## src/rtl/pdp_pkg.sv

```systemverilog
// shared constants for the synthesizer core and its serial load host
package pdp_pkg;

  // ------------------------------------------------------------
  // divider widths and ratio word layout
  // ------------------------------------------------------------
  localparam int SWALLOW_W = 6;
  localparam int MAIN_W = 12;
  localparam int REF_W = 14;
  localparam int RATIO_W = SWALLOW_W + MAIN_W;
  localparam int MAIN_WORD_BITS = RATIO_W + 1;
  localparam int REF_WORD_BITS = REF_W + 1;
  localparam int BITCNT_W = 5;
  localparam logic SEL_MAIN = 1'b0;
  localparam logic SEL_REF = 1'b1;

  // prescaler terminal counts: modulus 64, or 65 while swallowing
  localparam int PRE_W = 7;
  localparam logic [PRE_W-1:0] PRE_LAST_LO = 7'h3F;
  localparam logic [PRE_W-1:0] PRE_LAST_HI = 7'h40;

  // ratio latch values until the host loads them
  localparam logic [SWALLOW_W-1:0] SWALLOW_RST = 6'h00;
  localparam logic [MAIN_W-1:0] MAIN_RST = 12'h005;
  localparam logic [REF_W-1:0] REF_RST = 14'h0005;

  // ------------------------------------------------------------
  // synchroniser lanes on the core side
  // ------------------------------------------------------------
  localparam int SY_SDATA = 0;
  localparam int SY_SCLK = 1;
  localparam int SY_LE = 2;
  localparam int SY_PSN = 3;
  localparam int SY_FC = 4;
  localparam int SY_VCO = 5;
  localparam int SY_OSC = 6;
  localparam int SY_N = 7;

  // ------------------------------------------------------------
  // lock detector defaults
  // ------------------------------------------------------------
  localparam int LOCK_WIDTH_DEF = 4;
  localparam int LOCK_CYCLES_DEF = 4;

  // ------------------------------------------------------------
  // serial link timing (all minimum times)
  // ------------------------------------------------------------
  localparam int CLK_PERIOD_NS = 4;
  localparam int T_MIN_NS = 1000;
  localparam int T_STEP_CYC = (T_MIN_NS + CLK_PERIOD_NS - 1) / CLK_PERIOD_NS;
  localparam int TIMER_W = 9;

  // ------------------------------------------------------------
  // host register map
  // ------------------------------------------------------------
  localparam int ADDR_W = 4;
  localparam logic [ADDR_W-1:0] REG_CTRL = 4'h0;
  localparam logic [ADDR_W-1:0] REG_WORD = 4'h4;
  localparam logic [ADDR_W-1:0] REG_STATUS = 4'h8;
  localparam int CTRL_PSN_BIT = 0;
  localparam int CTRL_FC_BIT = 1;
  localparam int WORD_SEL_BIT = 31;
  localparam int STAT_BUSY_BIT = 0;
  localparam int STAT_LOCK_BIT = 1;
  localparam logic CTRL_PSN_RST = 1'b0;
  localparam logic CTRL_FC_RST = 1'b0;

endpackage : pdp_pkg

```

## src/rtl/pdp_link_if.sv

```systemverilog
// three-wire load link plus mode and lock pins between host and core
`timescale 1ns/1ps
interface pdp_link_if;
  logic sdata;
  logic sclk;
  logic load_strobe;
  logic power_save_n;
  logic phase_sense_select;
  logic lock_indicator;

  modport host
  (
    output sdata,
    output sclk,
    output load_strobe,
    output power_save_n,
    output phase_sense_select,
    input lock_indicator
  );

  modport synth
  (
    input sdata,
    input sclk,
    input load_strobe,
    input power_save_n,
    input phase_sense_select,
    output lock_indicator
  );
endinterface : pdp_link_if

```

## src/rtl/pdp_synth_core.sv

```systemverilog
// synthesizer core: serial ratio load, dividers, phase comparator, lock detect
`timescale 1ns/1ps
module pdp_synth_core
  import pdp_pkg::*;
#(
  parameter int LOCK_WIDTH = LOCK_WIDTH_DEF,
  parameter int LOCK_CYCLES = LOCK_CYCLES_DEF
)
(
  input wire logic clk,
  input wire logic rst,
  pdp_link_if.synth link,
  input wire logic vco_in,
  input wire logic ref_osc_input,
  output logic pump_o,
  output logic pump_oe_n,
  output logic up_o,
  output logic dn_o,
  output logic dn_oe_n,
  output logic ref_phase_clk,
  output logic div_phase_clk
);

  localparam int WIDTH_CW = $clog2(LOCK_WIDTH + 1);
  localparam int GOOD_CW = $clog2(LOCK_CYCLES + 1);

  // ------------------------------------------------------------
  // state
  // ------------------------------------------------------------
  typedef struct packed {
    logic [SY_N-1:0] sy1;
    logic [SY_N-1:0] sy2;
    logic [SY_N-1:0] prv;
    logic [RATIO_W-1:0] shift;
    logic ctl;
    logic [SWALLOW_W-1:0] swallow_lat;
    logic [MAIN_W-1:0] main_lat;
    logic [REF_W-1:0] ref_lat;
    logic [PRE_W-1:0] pre_cnt;
    logic [SWALLOW_W-1:0] swallow_left;
    logic [MAIN_W-1:0] main_left;
    logic [REF_W-1:0] ref_left;
    logic ref_tick;
    logic div_tick;
    logic ref_f;
    logic div_f;
    logic [WIDTH_CW-1:0] width_cnt;
    logic wide;
    logic [GOOD_CW-1:0] good_cnt;
    logic locked;
    logic lock_o;
    logic pump_o;
    logic pump_oe_n;
    logic up_o;
    logic dn_oe_n;
  } pdp_core_state_t;

  localparam pdp_core_state_t CORE_RST = '{
    sy1: '0, sy2: '0, prv: '0, shift: '0, ctl: SEL_MAIN,
    swallow_lat: SWALLOW_RST, main_lat: MAIN_RST, ref_lat: REF_RST,
    pre_cnt: '0, swallow_left: SWALLOW_RST, main_left: MAIN_RST, ref_left: REF_RST,
    ref_tick: 1'b0, div_tick: 1'b0, ref_f: 1'b0, div_f: 1'b0,
    width_cnt: '0, wide: 1'b0, good_cnt: '0, locked: 1'b0, lock_o: 1'b1,
    pump_o: 1'b0, pump_oe_n: 1'b1, up_o: 1'b0, dn_oe_n: 1'b1
  };

  pdp_core_state_t st_reg;
  pdp_core_state_t st_next;

  logic [SY_N-1:0] rise;
  logic active;
  logic fc;
  logic [PRE_W-1:0] pre_last;
  logic ref_seen;
  logic div_seen;
  logic both_seen;
  logic lead;
  logic lag;

  // ------------------------------------------------------------
  // next state
  // ------------------------------------------------------------
  always_comb
  begin
    st_next = st_reg;
    // pins are foreign to clk; only sy2 and later stages feed logic
    st_next.sy1 = {ref_osc_input, vco_in, link.phase_sense_select, link.power_save_n,
                   link.load_strobe, link.sclk, link.sdata};
    st_next.sy2 = st_reg.sy1;
    st_next.prv = st_reg.sy2;
    rise = st_reg.sy2 & ~st_reg.prv;
    active = st_reg.sy2[SY_PSN];
    fc = st_reg.sy2[SY_FC];

    // serial load: selector is the newest bit, ratio bits behind it
    if (rise[SY_SCLK])
    begin
      st_next.ctl = st_reg.sy2[SY_SDATA];
      st_next.shift = {st_reg.shift[RATIO_W-2:0], st_reg.ctl};
    end

    // strobe is a level: latch stays open while it is high
    if (st_reg.sy2[SY_LE] && st_reg.ctl == SEL_MAIN)
    begin
      st_next.swallow_lat = st_reg.shift[SWALLOW_W-1:0];
      st_next.main_lat = st_reg.shift[RATIO_W-1:SWALLOW_W];
    end
    if (st_reg.sy2[SY_LE] && st_reg.ctl == SEL_REF)
    begin
      st_next.ref_lat = st_reg.shift[REF_W-1:0];
    end

    // phase comparator flags, fed by the registered ticks
    ref_seen = st_reg.ref_tick | st_reg.ref_f;
    div_seen = st_reg.div_tick | st_reg.div_f;
    both_seen = ref_seen & div_seen;
    pre_last = (st_reg.swallow_left != '0) ? PRE_LAST_HI : PRE_LAST_LO;
    st_next.ref_tick = 1'b0;
    st_next.div_tick = 1'b0;

    if (!active)
    begin
      // counters held at their start values so both restart together
      st_next.pre_cnt = '0;
      st_next.swallow_left = st_reg.swallow_lat;
      st_next.main_left = st_reg.main_lat;
      st_next.ref_left = st_reg.ref_lat;
      st_next.ref_f = 1'b0;
      st_next.div_f = 1'b0;
      st_next.width_cnt = '0;
      st_next.wide = 1'b0;
    end
    else
    begin
      // reference divider
      if (rise[SY_OSC])
      begin
        st_next.ref_left = (st_reg.ref_left <= REF_W'(1)) ? st_reg.ref_lat : st_reg.ref_left - 1'b1;
        st_next.ref_tick = (st_reg.ref_left <= REF_W'(1));
      end

      // pulse-swallow divider: modulus 65 while swallow count remains, then 64
      if (rise[SY_VCO])
      begin
        st_next.pre_cnt = (st_reg.pre_cnt >= pre_last) ? '0 : st_reg.pre_cnt + 1'b1;
        if (st_reg.pre_cnt >= pre_last && st_reg.main_left <= MAIN_W'(1))
        begin
          st_next.main_left = st_reg.main_lat;
          st_next.swallow_left = st_reg.swallow_lat;
          st_next.div_tick = 1'b1;
        end
        else if (st_reg.pre_cnt >= pre_last)
        begin
          st_next.main_left = st_reg.main_left - 1'b1;
          st_next.swallow_left = st_reg.swallow_left - SWALLOW_W'(st_reg.swallow_left != '0);
        end
      end

      // a flag stands from its own edge until the other edge arrives
      st_next.ref_f = ref_seen & ~both_seen;
      st_next.div_f = div_seen & ~both_seen;

      // lock detector: a flag at the width limit marks the period wide
      st_next.width_cnt = '0;
      if (st_reg.ref_f | st_reg.div_f)
      begin
        st_next.width_cnt = (st_reg.width_cnt < WIDTH_CW'(LOCK_WIDTH)) ? st_reg.width_cnt + 1'b1 : st_reg.width_cnt;
      end
      if (st_reg.ref_tick)
      begin
        st_next.wide = 1'b0;
        if (st_reg.wide)
        begin
          // one wide pulse drops lock at once; regaining takes a run
          st_next.good_cnt = '0;
          st_next.locked = 1'b0;
        end
        else if (st_reg.good_cnt < GOOD_CW'(LOCK_CYCLES))
        begin
          st_next.good_cnt = st_reg.good_cnt + 1'b1;
        end
        else
        begin
          st_next.locked = 1'b1;
        end
      end
      // set after the per-period clear: a pulse still wide at the tick counts
      if ((st_reg.ref_f | st_reg.div_f) && st_reg.width_cnt >= WIDTH_CW'(LOCK_WIDTH))
      begin
        st_next.wide = 1'b1;
      end
    end

    // ------------------------------------------------------------
    // output drivers
    // ------------------------------------------------------------
    lead = fc ? st_reg.div_f : st_reg.ref_f;
    lag = fc ? st_reg.ref_f : st_reg.div_f;
    if (!active)
    begin
      st_next.pump_o = 1'b0;
      st_next.pump_oe_n = 1'b1;
      st_next.up_o = 1'b0;
      st_next.dn_oe_n = 1'b1;
      st_next.lock_o = 1'b1;
    end
    else
    begin
      st_next.pump_o = lead;
      st_next.pump_oe_n = ~(lead | lag);
      st_next.up_o = lag;
      st_next.dn_oe_n = ~lead;
      st_next.lock_o = st_reg.locked;
    end
  end

  // ------------------------------------------------------------
  // state register
  // ------------------------------------------------------------
  always_ff @(posedge clk or posedge rst)
  begin
    if (rst)
    begin
      st_reg <= CORE_RST;
    end
    else
    begin
      st_reg <= st_next;
    end
  end

  assign pump_o = st_reg.pump_o;
  assign pump_oe_n = st_reg.pump_oe_n;
  assign up_o = st_reg.up_o;
  assign dn_o = 1'b0;
  assign dn_oe_n = st_reg.dn_oe_n;
  assign ref_phase_clk = st_reg.ref_tick;
  assign div_phase_clk = st_reg.div_tick;
  assign link.lock_indicator = st_reg.lock_o;

endmodule : pdp_synth_core

```

## src/flat_wrapper.sv

```systemverilog
// flat-port wrapper written by rule: the top's interface ports become plain ports
module pdp_synth_core_flat import pdp_pkg::*;
#(
  parameter int LOCK_WIDTH = LOCK_WIDTH_DEF,
  parameter int LOCK_CYCLES = LOCK_CYCLES_DEF
)
  (clk, rst, vco_in, ref_osc_input, pump_o, pump_oe_n, up_o, dn_o, dn_oe_n, ref_phase_clk, div_phase_clk, link_sdata, link_sclk, link_load_strobe, link_power_save_n, link_phase_sense_select, link_lock_indicator);
  pdp_link_if link_i ();
  input wire logic clk;
  input wire logic rst;
  input wire logic vco_in;
  input wire logic ref_osc_input;
  output logic pump_o;
  output logic pump_oe_n;
  output logic up_o;
  output logic dn_o;
  output logic dn_oe_n;
  output logic ref_phase_clk;
  output logic div_phase_clk;
  input wire logic [$bits(link_i.sdata)-1:0] link_sdata;
  input wire logic [$bits(link_i.sclk)-1:0] link_sclk;
  input wire logic [$bits(link_i.load_strobe)-1:0] link_load_strobe;
  input wire logic [$bits(link_i.power_save_n)-1:0] link_power_save_n;
  input wire logic [$bits(link_i.phase_sense_select)-1:0] link_phase_sense_select;
  output wire logic [$bits(link_i.lock_indicator)-1:0] link_lock_indicator;
  assign link_i.sdata = link_sdata;
  assign link_i.sclk = link_sclk;
  assign link_i.load_strobe = link_load_strobe;
  assign link_i.power_save_n = link_power_save_n;
  assign link_i.phase_sense_select = link_phase_sense_select;
  assign link_lock_indicator = link_i.lock_indicator;
  pdp_synth_core #(.LOCK_WIDTH(LOCK_WIDTH), .LOCK_CYCLES(LOCK_CYCLES)) u_core (.clk(clk), .rst(rst), .link(link_i), .vco_in(vco_in), .ref_osc_input(ref_osc_input), .pump_o(pump_o), .pump_oe_n(pump_oe_n), .up_o(up_o), .dn_o(dn_o), .dn_oe_n(dn_oe_n), .ref_phase_clk(ref_phase_clk), .div_phase_clk(div_phase_clk));
endmodule
```

## config.mk

```make
export PLATFORM = sky130hd
export DESIGN_NAME = pdp_synth_core_flat
export DESIGN_NICKNAME = d
export VERILOG_FILES = /design/src/rtl/pdp_pkg.sv /design/src/rtl/pdp_link_if.sv /design/src/rtl/pdp_synth_core.sv /design/src/flat_wrapper.sv
export SDC_FILE = /design/constraint.sdc
export NUM_CORES = 1
export LEC_CHECK = 0
export ABC_CLOCK_PERIOD_IN_PS = 7700
export BUFFER_PORTS_ARGS = -buffer_cell sky130_fd_sc_hd__buf_2
export CORE_MARGIN = 2
export CORE_UTILIZATION = 35
export CTS_CLUSTER_SIZE = 28
export DETAILED_ROUTE_END_ITERATION = 16
export PLACE_DENSITY = 0.58
export SETUP_SLACK_MARGIN = 0.4
export SLEW_MARGIN = 20
export SYNTH_ARGS = -nofsm -noshare
export SYNTH_HDL_FRONTEND = slang
export SYNTH_SLANG_ARGS = --single-unit
```

## constraint.sdc

```tcl
create_clock -name clk -period 7.7 [get_ports clk]
set_input_delay 1.155 -clock clk [delete_from_list [all_inputs] [get_ports clk]]
set_output_delay 1.155 -clock clk [all_outputs]
set_load 0.005 [all_outputs]
```

==> metrics <==
clk slew on worst S/H paths=50 ps; area leader, netlist=dfrtp_1; Clock Skews=6.482 ps; # setup viols final=0; Total Negative Setup Slacks=0 ps; Die H=133.3 microns; mapped cell area=5853 sq um; CTS Hold Bufs=0; DRT antenna net count=0; layout net count=563; GR Overflow Total=0; sequential-to-total area share from yosys stat=0.5325; initial antenna violation count=0; clock buffer depth=2; cell-internal power=1.526 mW; min cycle time layout=3983 ps; PortBufs=15; starting DRC count in detailed routing=238; HP Class=flip-flop to flip-flop; CP Launch Type=flip-flop; design area=6678 sq um; Sw Ratio=0.2952; vias in the first global route=4144; diode count=0; critical path class=flip-flop to flip-flop; outcome=complete, no violations; Worst Tran Pin Value=997.4 ps; first-pass GRT wire length=20710 microns; dpl hpwl=8154 microns; TritonCTS clock tree=yes; Crit Path Max Fanout=27; DRC Markers=0; synth top area cells=dfrtp_1, mux2_2, dfstp_2; Comb pwr share=0.197; Distinct cells, synth=61; RSZ-0062 raised after global routing=false; Post-synth EDFFs=0; Max Cap Viol=0; Cell Rows=47; Tcrit/Tclk final=0.5173; top_reg_cell synth=dfrtp_1; Synth top cells by count=dfrtp_1, mux2_2, nor2_1; Leakage=2.890 nW; post-CTS sizing=0; max reg flops=103; Die ar.=17770 sq um; IO Count=17; Placer Congestion=0.8262; CTS root buffer=clkbuf_16; slew margin rel.=0.3337; register share of total power=0.459; switching power total=639.2 uW; DRT Pass-1 Iters=5; post-synth net total=555; Required @ worst endpoint=8000 ps; Vias per Instance=5.427; area delta synth->final=14.09%; Die Wd=133.3 microns; Syn Inst Count=530; Initial Util=0.3555; WP data arrival=4280 ps; fmax=251.1 MHz; Fin. Hold Viols=0; Clk network pwr share=0.344; final wirelength=12240 microns; share of cells above drive strength 1=0.2232; DP Area=6106 sq um; average wire per cell in the routed design=15.88 microns; total CTS buffers=17; most frequent cell after synthesis=dfrtp_1; flops & latches, synth=124; GRT Resource Usage Total=0.1473; Yosys Warn Count=0; largest vdd supply drop=0.0001897 V; Worst setup EP type=flip-flop; via count=4184; Synth top area share=0.4831; CTS H-tree depth=4; Slew Viols, Final=0; P per Cell Area=324.3 nW/um^2; Setup Buffers After CTS=0; worst skew pair latency=410 ps; Sink Count=124; core area=16470 sq um; mean area per synthesized cell=11.04 sq um; async set or reset register ratio after synthesis=1.000; largest net degree at the start of global routing=76
==> final timing paths <==
check / startpoint / end / slack, ps / cells past startpoint
hold reg to reg: u_core.st_next[117] / u_core.active / 340 / 0
max in group asynchronous: rst / u_core.st_next[118] / 5570 / 3
hold / removal: u_core.st_next[117] / u_core.active / 340 / 0
setup reg to reg: u_core.st_reg[47] / u_core.st_reg[47] / 3720 / 9
setup / recovery: u_core.st_reg[47] / u_core.st_reg[47] / 3720 / 9
min in group asynchronous: rst / u_core.st_next[115] / 940 / 2
==> cell families (layout without fill, tap and decap cells) <==
family,Yosys count,count (layout),share of synthesized area
AOI/OAI and AO/OA,111,111,0.1377
muxes,55,55,0.1054
buffers and inverters,55,76,0.03826
xor gates and xnor gates,5,5,0.007483
adders and majority gates,16,16,0.03420
and+or+nand+nor,163,163,0.1439
other,1,1,0.0006407
DFF,124,124,0.5325
==> power by group through the flow <==
stage / Combinational [mW] / Sequential (mW) / Clock (mW)
2_1_floorplan: 0.351 / 0.946 / 0
3_3_place_gp: 0.405 / 0.999 / 0
3_5_place_dp: 0.425 / 1.00 / 0
4_1_cts: 0.428 / 0.994 / 0.767
5_1_grt: 0.477 / 1.02 / 0.802
6_report: 0.427 / 0.993 / 0.745
==> final cells by class <==
class                   count  area, sq um
flip-flops and latches    124         3117
multi-input cells         351         2526
fillers                  1609         9788
clock inverters             7        62.56
inverters                  25        96.34
clock buffers              25        495.5
repair buffers             19        105.1
well taps                 220        275.3
==> layout by cell type, fill, tap and decap left out, drive strengths merged, types with 2 or more instances in the layout <==
cell | synthesis | layout
o311a | 4 | 4
nand4b | 2 | 2
nand2b | 8 | 8
buf | 10 | 19
nor2b | 3 | 3
nand3b | 2 | 2
o311ai | 6 | 6
a211o | 6 | 6
dfstp | 11 | 11
or4 | 7 | 7
dfrtp | 113 | 113
inv | 25 | 25
clkbuf | 20 | 25
o221ai | 6 | 6
and3 | 8 | 8
o221a | 2 | 2
a21oi | 19 | 19
nand3 | 22 | 22
a221o | 4 | 4
mux2 | 53 | 53
nand2 | 30 | 30
o211a | 4 | 4
o22ai | 2 | 2
nor2 | 43 | 43
nor3b | 3 | 3
nand4 | 5 | 5
xnor2 | 2 | 2
o21ai | 23 | 23
nor3 | 11 | 11
or3 | 7 | 7
ha | 16 | 16
a211oi | 9 | 9
clkinv | 0 | 5
xor2 | 3 | 3
mux2i | 2 | 2
nor4 | 9 | 9
a31oi | 11 | 11
o211ai | 4 | 4
o31ai | 2 | 2
==> critical path: stages (launching register included) <==
cell	delay (ps)
dfrtp_1	400
or3_1	390
or4_1	560
inv_1	150
ha_1	230
nand2b_1	160
a211oi_1	390
o311a_1	810
o31ai_1	340
a221o_1	420
==> per-layer routing <==
metal | track usage | up-vias | share of wire
li1 | - | 1974 | -
met5 | 0 | - | 0
met4 | 0.06797 | 0 | 0.023
met3 | 0.04224 | 23 | 0.043
met2 | 0.2282 | 97 | 0.48
met1 | 0.1915 | 2090 | 0.46
==> stage by stage <==
step | setup WS [ps] | util | cells | hold slack [ps] | total power [mW]
after CTS | 3650 | 0.4047 | 771 | 344.8 | 2.188
after detailed placement | 3665 | 0.3708 | 739 | 334.7 | 1.429
final | 3717 | 0.4055 | 771 | 341.4 | 2.165
after floorplan | 3264 | - | 530 | 331.2 | 1.297
after global routing | 3469 | 0.4055 | 771 | 349.4 | 2.303
after global placement | 3840 | 0.3708 | 739 | 334.2 | 1.404
Power figures use the tool's default switching activity.
